==> config.mk <==
export PLATFORM = sky130hd
export DESIGN_NAME = sensor_lvds_output_framer
export DESIGN_NICKNAME = d
export VERILOG_FILES = /design/src/hdl/lvds_framer_pkg.sv /design/src/hdl/sensor_lvds_output_framer.sv
export SDC_FILE = /design/constraint.sdc
export NUM_CORES = 1
export LEC_CHECK = 0
export BUFFER_PORTS_ARGS = -buffer_cell sky130_fd_sc_hd__buf_2
export CORE_MARGIN = 4
export CORE_UTILIZATION = 40
export DETAILED_ROUTE_END_ITERATION = 8
export PLACE_DENSITY_LB_ADDON = 0.3
export SLEW_MARGIN = 20
export SYNTH_ARGS = -nofsm -noshare
export SYNTH_HDL_FRONTEND = slang
export SYNTH_SLANG_ARGS = --single-unit
==> constraint.sdc <==
create_clock -name clock_i -period 9.6 [get_ports clock_i]
set_input_delay 0.96 -clock clock_i [delete_from_list [all_inputs] [get_ports clock_i]]
set_output_delay 0.96 -clock clock_i [all_outputs]
set_load 0.03 [all_outputs]
==> src/hdl/lvds_framer_pkg.sv <==
// Constants and types shared by the sensor output framer and its bench.
package lvds_framer_pkg;
  localparam int          DATA_LANES     = 32;
  localparam int          WIDE_BITS      = 10;
  localparam int          NARROW_BITS    = 8;
  localparam int          WIN_ID_BITS    = 5;
  localparam int          MIN_LINE_WORDS = 4;
  // Frame sync type field, bits 9:7 of a wide sync word.
  localparam logic [2:0]  TYPE_FRAME_BEGIN = 3'h5;
  localparam logic [2:0]  TYPE_FRAME_FINISH = 3'h6;
  localparam logic [2:0]  TYPE_LINE_BEGIN  = 3'h1;
  localparam logic [2:0]  TYPE_LINE_FINISH = 3'h2;
  // Power-on values software is expected to program into the code ports.
  localparam logic [6:0]  DEF_FRAME_MARKER = 7'h2A;
  localparam logic [9:0]  DEF_BLACK_CLASS  = 10'h015;
  localparam logic [9:0]  DEF_IMAGE_CLASS  = 10'h035;
  localparam logic [9:0]  DEF_CHECK_CLASS  = 10'h059;
  localparam logic [9:0]  DEF_TRAIN_CLASS  = 10'h3A6;
  // A narrow word keeps only bits 9:2 of the ten-bit shift frame.
  localparam logic [9:0]  NARROW_KEEP_MASK = 10'h3FC;
  localparam logic [3:0]  WIDE_LAST_BIT    = 4'h9;
  localparam logic [3:0]  NARROW_LAST_BIT  = 4'h7;
  typedef enum logic [5:0] {
    ST_TRAIN   = 6'h01,
    ST_BEGIN   = 6'h02,
    ST_BEGIN_ID = 6'h04,
    ST_BODY    = 6'h08,
    ST_FINISH  = 6'h10,
    ST_FINISH_ID = 6'h20
  } slot_e;
endpackage

==> src/hdl/sensor_lvds_output_framer.sv <==
// Output framer: frames pixel lines with sync codes and serializes 32 data lanes and a sync lane.
`timescale 1ns/1ps
module sensor_lvds_output_framer #(
  parameter int LANES       = lvds_framer_pkg::DATA_LANES,
  parameter int LINE_CNT_W  = 16
) (
  input  wire logic                   clock_i,
  input  wire logic                   sys_rst_i,
  input  wire logic                   link_clk_i,
  input  wire logic                   narrow_sel_i,
  input  wire logic [6:0]             frame_marker_i,
  input  wire logic [9:0]             black_pixel_class_i,
  input  wire logic [9:0]             image_class_i,
  input  wire logic [9:0]             training_class_i,
  input  wire logic [9:0]             train_data_i,
  input  wire logic                   line_req_i,
  input  wire logic                   line_black_i,
  input  wire logic [31:0]            win_active_i,
  input  wire logic [31:0]            win_first_i,
  input  wire logic [31:0]            win_last_i,
  input  wire logic [LINE_CNT_W-1:0]  line_words_i,
  input  wire logic [LANES*10-1:0]    pix_data_i,
  output logic                        pix_take_o,
  output logic                        line_busy_o,
  output logic                        clk_out_o,
  output logic [LANES-1:0]            data_lane_o,
  output logic                        sync_lane_o
);
  initial begin
    if (LANES < 1 || LINE_CNT_W < 3) begin
      $error("sensor_lvds_output_framer: unsupported parameters");
    end
  end

  logic [2:0]                link_sync_ff;
  logic [1:0]                narrow_sync_ff;
  logic                      bit_edge;
  logic [3:0]                bit_cnt_ff;
  logic [9:0]                lane_sr_ff [0:LANES];
  logic                      clk_out_ff;
  logic                      pix_take_ff;
  lvds_framer_pkg::slot_e    state_ff;
  lvds_framer_pkg::slot_e    nxt_state;
  logic                      pend_ff;
  logic                      pend_black_ff;
  logic                      pend_first_ff;
  logic                      pend_last_ff;
  logic [4:0]                pend_id_ff;
  logic [LINE_CNT_W-1:0]     pend_words_ff;
  logic                      line_black_ff;
  logic                      line_first_ff;
  logic                      line_last_ff;
  logic [4:0]                line_id_ff;
  logic [LINE_CNT_W-1:0]     line_words_ff;
  logic [LINE_CNT_W-1:0]     word_cnt_ff;
  logic [4:0]                req_id;
  logic [9:0]                nxt_sync_word;
  logic [9:0]                id_word;
  logic [2:0]                begin_type;
  logic [2:0]                finish_type;

  // The link clock is a pin from the host; both of its edges mark one bit each.
  always_ff @(posedge clock_i) begin
    if (sys_rst_i) begin
      link_sync_ff <= 3'h0;
    end else begin
      link_sync_ff <= {link_sync_ff[1:0], link_clk_i};
    end
  end

  always_ff @(posedge clock_i) begin
    if (sys_rst_i) begin
      narrow_sync_ff <= 2'h0;
    end else begin
      narrow_sync_ff <= {narrow_sync_ff[0], narrow_sel_i};
    end
  end

  assign bit_edge = link_sync_ff[2] ^ link_sync_ff[1];

  // Highest active window wins, so lower overlapping windows never get codes.
  always_comb begin
    req_id = 5'h00;
    for (int w = 0; w < 32; w++) begin
      if (win_active_i[w]) begin
        req_id = 5'(w);
      end
    end
  end

  // One line is queued at a time; the sequencer waits on line_busy_o.
  always_ff @(posedge clock_i) begin
    if (sys_rst_i) begin
      pend_ff       <= 1'b0;
      pend_black_ff <= 1'b0;
      pend_first_ff <= 1'b0;
      pend_last_ff  <= 1'b0;
      pend_id_ff    <= 5'h00;
      pend_words_ff <= '0;
    end else if (line_req_i && !pend_ff && state_ff == lvds_framer_pkg::ST_TRAIN) begin
      pend_ff       <= 1'b1;
      pend_black_ff <= line_black_i;
      pend_first_ff <= win_first_i[req_id];
      pend_last_ff  <= win_last_i[req_id];
      pend_id_ff    <= req_id;
      // Short lines are stretched to hold begin, id, finish and id.
      pend_words_ff <= (line_words_i < LINE_CNT_W'(lvds_framer_pkg::MIN_LINE_WORDS)) ?
                       LINE_CNT_W'(lvds_framer_pkg::MIN_LINE_WORDS) : line_words_i;
    end else if (bit_edge && bit_cnt_ff == 4'h0 && state_ff == lvds_framer_pkg::ST_TRAIN) begin
      pend_ff <= 1'b0;
    end
  end

  always_ff @(posedge clock_i) begin
    if (sys_rst_i) begin
      line_busy_o <= 1'b0;
    end else begin
      line_busy_o <= pend_ff || state_ff != lvds_framer_pkg::ST_TRAIN ||
                     (line_req_i && state_ff == lvds_framer_pkg::ST_TRAIN);
    end
  end

  // Next slot kind, decided once per word boundary.
  always_comb begin
    nxt_state = lvds_framer_pkg::ST_TRAIN;
    case (state_ff)
      lvds_framer_pkg::ST_TRAIN: begin
        nxt_state = pend_ff ? lvds_framer_pkg::ST_BEGIN : lvds_framer_pkg::ST_TRAIN;
      end
      lvds_framer_pkg::ST_BEGIN: begin
        nxt_state = lvds_framer_pkg::ST_BEGIN_ID;
      end
      lvds_framer_pkg::ST_BEGIN_ID, lvds_framer_pkg::ST_BODY: begin
        nxt_state = (word_cnt_ff == line_words_ff - LINE_CNT_W'(2)) ?
                    lvds_framer_pkg::ST_FINISH : lvds_framer_pkg::ST_BODY;
      end
      lvds_framer_pkg::ST_FINISH: begin
        nxt_state = lvds_framer_pkg::ST_FINISH_ID;
      end
      lvds_framer_pkg::ST_FINISH_ID: begin
        nxt_state = lvds_framer_pkg::ST_TRAIN;
      end
      default: begin
        nxt_state = lvds_framer_pkg::ST_TRAIN;
      end
    endcase
  end

  // Begin and finish codes; black lines never use frame codes.
  always_comb begin
    begin_type  = (!line_black_ff && line_first_ff) ? lvds_framer_pkg::TYPE_FRAME_BEGIN :
                  lvds_framer_pkg::TYPE_LINE_BEGIN;
    finish_type = (!line_black_ff && line_last_ff) ? lvds_framer_pkg::TYPE_FRAME_FINISH :
                  lvds_framer_pkg::TYPE_LINE_FINISH;
    if (state_ff == lvds_framer_pkg::ST_TRAIN) begin
      begin_type = (!pend_black_ff && pend_first_ff) ? lvds_framer_pkg::TYPE_FRAME_BEGIN :
                   lvds_framer_pkg::TYPE_LINE_BEGIN;
    end
  end

  // Narrow words occupy bits 9:2 of the shift frame, so the id moves to 8:4.
  assign id_word = narrow_sync_ff[1] ? {1'b0, line_id_ff, 4'h0}
                 : {5'h00, line_id_ff};

  always_comb begin
    case (nxt_state)
      lvds_framer_pkg::ST_BEGIN:     nxt_sync_word = {begin_type, frame_marker_i};
      lvds_framer_pkg::ST_FINISH:    nxt_sync_word = {finish_type, frame_marker_i};
      lvds_framer_pkg::ST_BEGIN_ID,
      lvds_framer_pkg::ST_FINISH_ID: nxt_sync_word = id_word;
      lvds_framer_pkg::ST_BODY: begin
        nxt_sync_word = line_black_ff ? black_pixel_class_i : image_class_i;
      end
      default:                       nxt_sync_word = training_class_i;
    endcase
  end

  // Line bookkeeping advances on each word boundary.
  always_ff @(posedge clock_i) begin
    if (sys_rst_i) begin
      state_ff      <= lvds_framer_pkg::ST_TRAIN;
      word_cnt_ff   <= '0;
      line_black_ff <= 1'b0;
      line_first_ff <= 1'b0;
      line_last_ff  <= 1'b0;
      line_id_ff    <= 5'h00;
      line_words_ff <= '0;
    end else if (bit_edge && bit_cnt_ff == 4'h0) begin
      state_ff    <= nxt_state;
      word_cnt_ff <= (nxt_state == lvds_framer_pkg::ST_BEGIN) ? LINE_CNT_W'(1) :
                     word_cnt_ff + LINE_CNT_W'(1);
      if (nxt_state == lvds_framer_pkg::ST_BEGIN) begin
        line_black_ff <= pend_black_ff;
        line_first_ff <= pend_first_ff;
        line_last_ff  <= pend_last_ff;
        line_id_ff    <= pend_id_ff;
        line_words_ff <= pend_words_ff;
      end
    end
  end

  // Shift frames: load a word at the boundary, otherwise shift towards bit 9.
  always_ff @(posedge clock_i) begin
    if (sys_rst_i) begin
      bit_cnt_ff <= 4'h0;
      for (int l = 0; l <= LANES; l++) begin
        lane_sr_ff[l] <= 10'h000;
      end
    end else if (bit_edge) begin
      if (bit_cnt_ff == 4'h0) begin
        bit_cnt_ff <= narrow_sync_ff[1] ? lvds_framer_pkg::NARROW_LAST_BIT :
                      lvds_framer_pkg::WIDE_LAST_BIT;
        for (int l = 0; l < LANES; l++) begin
          // Pixels flow during codes and ids too; training fills idle slots.
          lane_sr_ff[l] <= (nxt_state == lvds_framer_pkg::ST_TRAIN) ? train_data_i :
                           pix_data_i[l*10 +: 10];
        end
        lane_sr_ff[LANES] <= narrow_sync_ff[1] && nxt_state != lvds_framer_pkg::ST_BEGIN_ID &&
                             nxt_state != lvds_framer_pkg::ST_FINISH_ID ?
                             (nxt_sync_word & lvds_framer_pkg::NARROW_KEEP_MASK) :
                             nxt_sync_word;
      end else begin
        bit_cnt_ff <= bit_cnt_ff - 4'h1;
        for (int l = 0; l <= LANES; l++) begin
          lane_sr_ff[l] <= {lane_sr_ff[l][8:0], 1'b0};
        end
      end
    end
  end

  always_ff @(posedge clock_i) begin
    if (sys_rst_i) begin
      pix_take_ff <= 1'b0;
    end else begin
      pix_take_ff <= bit_edge && bit_cnt_ff == 4'h0 && nxt_state != lvds_framer_pkg::ST_TRAIN;
    end
  end

  // The clock copy is taken in the same cycle the lanes change, matching their delay.
  always_ff @(posedge clock_i) begin
    if (sys_rst_i) begin
      clk_out_ff <= 1'b0;
    end else begin
      clk_out_ff <= link_sync_ff[1];
    end
  end

  assign pix_take_o  = pix_take_ff;
  assign clk_out_o   = clk_out_ff;
  assign sync_lane_o = lane_sr_ff[LANES][9];

  genvar g;
  generate
    for (g = 0; g < LANES; g++) begin : g_lane
      assign data_lane_o[g] = lane_sr_ff[g][9];
    end
  endgenerate
endmodule // sensor_lvds_output_framer

==> impl_metrics.env, run 1 <==
export IMPL_io_pins=521
export IMPL_wl_per_cell_um=22.9
export IMPL_synthAdderAreaFrac_pct=0.200
export IMPL_synth_area_um2=18800
export IMPL_drc=0
export IMPL_row_count=79
export IMPL_p_seq_share_pct=50.1
export IMPL_fmax_mhz=259
export IMPL_yosys_most_used_dff="edfxtp_1"
export IMPL_busiest_layer="met2"
export IMPL_drive_gt1_share_pct=33.3
export IMPL_path_max_fanout=101
export IMPL_leakagePower_nw=9.45
export IMPL_cts_tree="done"
export IMPL_initial_core_util_pct=40.4
export IMPL_synth_edf_count=330
export IMPL_synthDistinctLibCells=63
export IMPL_synthMuxAreaShare_pct=2.66
export IMPL_end_kind="flip-flop"
export IMPL_final_fill_count=4130
export IMPL_cellPowerDensity_nw_per_um2=183
export IMPL_area_delta_synth_final_pct=22.7
export IMPL_yosysTopAreaCell="edfxtp_1"
export IMPL_holdBufCountCts=0
export IMPL_grt_antenna_before_repair=22
export IMPL_routed_wl_mm=57.8
export IMPL_start_kind="flip-flop"
export IMPL_hp_class="reg2reg"
export IMPL_max_stage_delay_ns=0.79
export IMPL_hold_violations=0
export IMPL_use_met3_pct=4.97
export IMPL_postCtsSetupRepairBufs=0
export IMPL_ys_warn_count=0
export IMPL_rsz0062_at_grt="no"
export IMPL_postSynthCellCount=1451
export IMPL_synthXorXnorAreaFrac_pct=1.62
export IMPL_final_net_count=2352
export IMPL_cp_required_ns=10.02
export IMPL_dp_hpwl_mm=38.2
export IMPL_root_buffer="clkbuf_16"
export IMPL_max_cap_viol_count=0
export IMPL_gp_congestion=0.876
export IMPL_finClkSkew_ns=0.0117
export IMPL_cp_buffers_inverters=2
export IMPL_cts_buffer_depth=3
export IMPL_synth_top_family_by_area="compound AO/OA/AOI/OAI gates"
export IMPL_drt_iter0_markers=1572
export IMPL_synth_fp_nets=1939
export IMPL_ctsHtreeMaxLevel=2
export IMPL_setup_viol=0
export IMPL_cts_inserted_buffers=45
export IMPL_power_mw=4.21
export IMPL_p_sw_share_pct=23.2
export IMPL_grt_pass1_wl_mm=85.2
export IMPL_vias_per_cell=5.89
export IMPL_p_comb_share_pct=9.5
export IMPL_p_clk_share_pct=40.4
export IMPL_grt_use_total_pct=21.5
export IMPL_grt_max_degree=224
export IMPL_core_area_um2=46500
export IMPL_drtAntennaViolNets=0
export IMPL_fin_crit_ns=3.86
export IMPL_setup_tns_ns=0
export IMPL_port_buffer_count=519
export IMPL_cp_cell_sequence="xor2_1, nand3_1, or2_2, nor2_4, buf_4, buf_4, a221o_1"
export IMPL_p_int_mw=3.23
export IMPL_die_w_um=225
export IMPL_syn_area_per_cell_um2=12.9
export IMPL_finalCritPeriodShare_pct=40.2
export IMPL_synth_simple_area_share_pct=7.24
export IMPL_worstSkewPairLatency_ns=0.56
export IMPL_use_met2_pct=34.9
export IMPL_dr_pass1_iters=5
export IMPL_clock_sinks=411
export IMPL_relSlewSlack_pct=25.2
export IMPL_die_h_um=225
export IMPL_placedCellCount=2423
export IMPL_grtUsageMet1_pct=29.1
export IMPL_synth_compound_area_share_pct=22.1
export IMPL_criticalPathCategory="reg2reg"
export IMPL_ys_seq_area_share_pct=61.5
export IMPL_tightest_slew_ns=1.12
export IMPL_vias=14900
export IMPL_synth_top_area_share_pct=52.8
export IMPL_finalMaxSlewViolations=0
export IMPL_crit_arrival_ns=4.27
export IMPL_ys_async_sr_fraction_pct=0
export IMPL_design_die_area_um2=50400
export IMPL_cts_resized=0
export IMPL_crit_top_cell="buf_4"
export IMPL_slowest_stage="buf_4"
export IMPL_fin_cells=2523
export IMPL_grt_pass1_vias=14500
export IMPL_yosys_top_cells_area="edfxtp_1, a221o_1, dfxtp_1"
export IMPL_irDropWorstVdd_v=0.000148
export IMPL_grt_ovfl_total=0
export IMPL_path_clk_slew_ns=0.06
export IMPL_outcome="complete, no violations"
export IMPL_synth_seq_cells=411
export IMPL_path_delay_family="buffers and inverters"
export IMPL_switchingPower_mw=0.978
## placed cells by master, fill, tap and decap left out, types with 19 or more instances in the layout
cell type    n
o21ai_0     25
nand2_1    114
clkbuf_16   47
a21oi_1     69
a221o_1    297
nand3_1     19
dfxtp_1     81
nor2_1      60
mux2i_1     33
edfxtp_1   330
a21o_1      33
buf_2      519
## metrics by stage
stage          area [um^2]  hold slack [ns]  worst slack (ns)  utilization, %
2_1_floorplan        18800            0.414              3.37               -
3_3_place_gp         21500            0.429              5.35            46.3
3_5_place_dp         21500            0.436              5.29            46.3
4_1_cts              22900            0.451              5.77            49.4
5_1_grt              23000            0.458              5.42            49.5
6_report             23000            0.444              5.74            49.5
## flip-flops by register name, summed over array words and instances (netlist names), 2 cells and up
signal,count
state_ff,6
pend_id_ff,5
word_cnt_ff,16
link_sync_ff,3
lane_sr_ff,330
bit_cnt_ff,4
line_words_ff,16
pend_words_ff,16
narrow_sync_ff,2
line_id_ff,5
## final timing paths
check | startpoint | endpoint | slack, ns | depth (start not counted)
max | link_sync_ff[2] | lane_sr_ff[1][85] | 5.74 | 7
min | link_sync_ff[0] | link_sync_ff[1] | 0.44 | 1
max reg2reg | link_sync_ff[2] | lane_sr_ff[1][85] | 5.74 | 7
min reg2reg | link_sync_ff[0] | link_sync_ff[1] | 0.44 | 1
## cell families after synthesis
family | count (synthesis)
flops | 411
buf+inv | 187
compound gates | 482
mux | 48
fa+ha+maj | 3
simple gates | 287
xor+xnor | 33
## synthesized netlist by cell type, types with 19 or more instances
library cell,instances
buf_2,36
mux2i_1,33
o21ai_0,25
dfxtp_1,81
buf_4,32
a21oi_1,69
nor2_1,62
clkbuf_1,103
a21o_1,33
nand2_1,114
a221o_1,297
edfxtp_1,330
nand3_1,19
## final cells by class
type / count / area, um^2 / share of cell area [%]
inverter: 15 / 56.3 / 0.245
multi-input combinational: 853 / 6390 / 27.8
antenna: 18 / 45.0 / 0.196
timing repair buffer: 538 / 2790 / 12.1
tap: 607 / 759 / 3.30
sequential: 411 / 11500 / 50.1
clock buffer: 62 / 1260 / 5.49
clock inverter: 19 / 169 / 0.734
## power groups by stage
stage | Combinational (mW) | Sequential [mW] | Clock (mW)
after floorplan | 0.226 | 2.15 | 0
after global placement | 0.388 | 2.14 | 0
after detailed placement | 0.396 | 2.15 | 0
after CTS | 0.398 | 2.11 | 1.74
after global routing | 0.433 | 2.12 | 1.81
final | 0.398 | 2.11 | 1.70
## layer usage
layer / share of wire, % / vias to the layer above
met4: 2.3 / 12
met5: 0.11 / -
met1: 41 / 7383
met3: 8.6 / 97
met2: 48 / 637
li1: - / 6739
Note: power is estimated with default switching activity, not from simulation.
==> inputs of run 2 (changes only) <==
Clock period 9.6 ns to 3.56 ns, I/O delays scaled along.
==> run 2 against run 1 <==
Sequential power grew to 2.7 times the previous value. Clock power grew to 2.7 times the previous value. Worst setup slack worse by 5.4 ns. Combinational power grew to 2.8 times the previous value. Final cell count is 0.63% higher. Final area is 1.3% higher.
==> impl_metrics.env, run 2 (synthesis results as in run 1) <==
export IMPL_outcome="complete, no violations"
export IMPL_worstSkewPairLatency_ns=0.57
export IMPL_leakagePower_nw=9.61
export IMPL_crit_top_cell="nor2b_1"
export IMPL_hold_violations=0
export IMPL_grt_pass1_wl_mm=84.3
export IMPL_cts_tree="done"
export IMPL_row_count=79
export IMPL_hold_path_cell_count=3
export IMPL_grt_max_degree=113
export IMPL_grt_pass1_vias=14400
export IMPL_p_sw_share_pct=23.5
export IMPL_dr_pass1_iters=6
export IMPL_cts_inserted_buffers=44
export IMPL_irDropWorstVdd_v=0.000372
export IMPL_crit_arrival_ns=3.63
export IMPL_area_delta_synth_final_pct=24.2
export IMPL_reg2reg_depth=11
export IMPL_final_net_count=2375
export IMPL_power_mw=11.3
export IMPL_highest_layer="met4"
export IMPL_cellPowerDensity_nw_per_um2=487
export IMPL_hp_class="in2reg"
export IMPL_fmax_mhz=312
export IMPL_cp_cell_sequence="inv_1, ha_1, nor2b_1, nand4_1, a2111oi_0, a211oi_1, o2111ai_2, nor2b_1, a221o_1, a21oi_1, o21ai_1"
export IMPL_cts_buffer_depth=3
export IMPL_final_cell_mix="buf_2, edfxtp_1, a221o_1"
export IMPL_regToRegEndpoint="lane_sr_ff[2][3]"
export IMPL_ctsHtreeMaxLevel=2
export IMPL_max_cap_viol_count=0
export IMPL_switchingPower_mw=2.66
export IMPL_wl_met3_mm=4.69
export IMPL_grt_ovfl_total=0
export IMPL_vias_per_cell=5.86
export IMPL_r2r_start="line_words_ff[1]"
export IMPL_tightest_slew_ns=1.08
export IMPL_setup_tns_ns=0
export IMPL_cp_required_ns=3.99
export IMPL_gp_congestion=0.877
export IMPL_holdPathEnd="pend_words_ff[3]"
export IMPL_root_buffer="clkbuf_16"
export IMPL_wl_per_cell_um=22.4
export IMPL_start_kind="flip-flop"
export IMPL_p_int_mw=8.68
export IMPL_largest_reg_flops=330
export IMPL_design_die_area_um2=50400
export IMPL_slowest_stage="nor2b_1"
export IMPL_max_stage_delay_ns=0.61
export IMPL_setup_viol=0
export IMPL_clock_sinks=411
export IMPL_p_seq_share_pct=50.1
export IMPL_rsz0062_at_grt="no"
export IMPL_die_h_um=225
export IMPL_port_buffer_count=519
export IMPL_die_w_um=225
export IMPL_path_max_fanout=9
export IMPL_wl_met2_mm=27.2
export IMPL_path_clk_slew_ns=0.06
export IMPL_drc=0
export IMPL_wl_met1_mm=23.7
export IMPL_mostFrequentLayoutCell="buf_2"
export IMPL_p_comb_share_pct=9.8
export IMPL_relSlewSlack_pct=28.2
export IMPL_vias=14900
export IMPL_initial_core_util_pct=40.4
export IMPL_r2r_slack_ns=0.36
export IMPL_top_register="lane_sr_ff"
export IMPL_grt_antenna_before_repair=11
export IMPL_dp_hpwl_mm=39.1
export IMPL_finalCritPeriodShare_pct=89.9
export IMPL_finalMaxSlewViolations=0
export IMPL_drt_iter0_markers=1446
export IMPL_min_delay_start="line_words_i[3]"
export IMPL_grt_use_total_pct=21.3
export IMPL_end_kind="flip-flop"
export IMPL_finClkSkew_ns=0.0159
export IMPL_final_fill_count=4172
export IMPL_drive_gt1_share_pct=34.2
export IMPL_whs_ns=0.0358
export IMPL_drtAntennaViolNets=0
export IMPL_criticalPathCategory="reg2reg"
export IMPL_core_area_um2=46500
export IMPL_fin_crit_ns=3.20
export IMPL_routed_wl_mm=56.9
export IMPL_p_clk_share_pct=40.2
export IMPL_io_pins=521
run 2: cell count changes in the layout (fill, tap and decap cells not counted), sizes merged:
cell,previous run,this run
clkinv,14,20
buf,538,559
inv,16,18
dlygate4sd3,0,3
clkinvlp,1,0
clkbuf,62,54
diode,18,11
run 2: repair_timing:
item,4_1_cts,5_1_grt
endpoints found under the hold margin,3,0
endpoints found under the setup margin,0,0
resized for setup,0,0
hold buffers,3,0
buffers inserted,0,0
run 2: critical path, delay by kind of cell (launching register included):
family / cells / cell delay [ns]
adder cells (fa/ha/maj): 1 / 0.26
AND/OR/NAND/NOR: 3 / 1.04
flip-flops: 1 / 0.39
buffers and inverters: 1 / 0.09
AO/OA/AOI/OAI: 6 / 1.28
run 2: worst max-delay path by stage:
stage,startpoint,endpoint,slack [ns],cells after the start
2_1_floorplan,link_sync_ff[2],lane_sr_ff[0][0],0.04,2
3_3_place_gp,line_words_ff[1],lane_sr_ff[2][2],0.47,11
3_5_place_dp,line_words_ff[1],lane_sr_ff[2][4],0.40,10
4_1_cts,line_words_ff[1],lane_sr_ff[2][3],0.37,11
5_1_grt,line_words_ff[1],lane_sr_ff[2][1],0.02,11
6_report,line_words_ff[1],lane_sr_ff[2][3],0.36,11
run 2: layer usage:
metal,vias up,global-route usage (%)
li1,6771,-
met1,7397,29.5
met2,614,34.2
met3,85,4.65
met4,0,6.03
met5,-,0
run 2: layout make-up:
cell class,instances,area [um^2],area share (%)
inverters,15,56.3,0.242
well taps,607,759,3.26
clock buffers,54,1200,5.16
repair buffers,562,3090,13.3
diodes,11,27.5,0.118
flip-flops and latches,411,11500,49.5
multi-input cells,853,6390,27.5
clock inverters,26,230,0.989
run 2: per-stage QoR:
step	area, um^2	setup slack, ns	instances	util, %
3_5_place_dp	21800	0.402	2445	46.9
4_1_cts	23300	0.374	2528	50.1
3_3_place_gp	21800	0.465	2445	46.9
6_report	23300	0.359	2539	50.1
2_1_floorplan	18800	0.0402	1451	-
5_1_grt	23300	0.0199	2536	50.1
run 2: power by group through the flow:
stage | combinational, mW | sequential, mW | clock (mW)
after global routing | 1.21 | 5.71 | 4.87
after floorplan | 0.610 | 5.77 | 0
after global placement | 1.08 | 5.77 | 0
after CTS | 1.12 | 5.68 | 4.66
after detailed placement | 1.11 | 5.78 | 0
final | 1.11 | 5.68 | 4.56
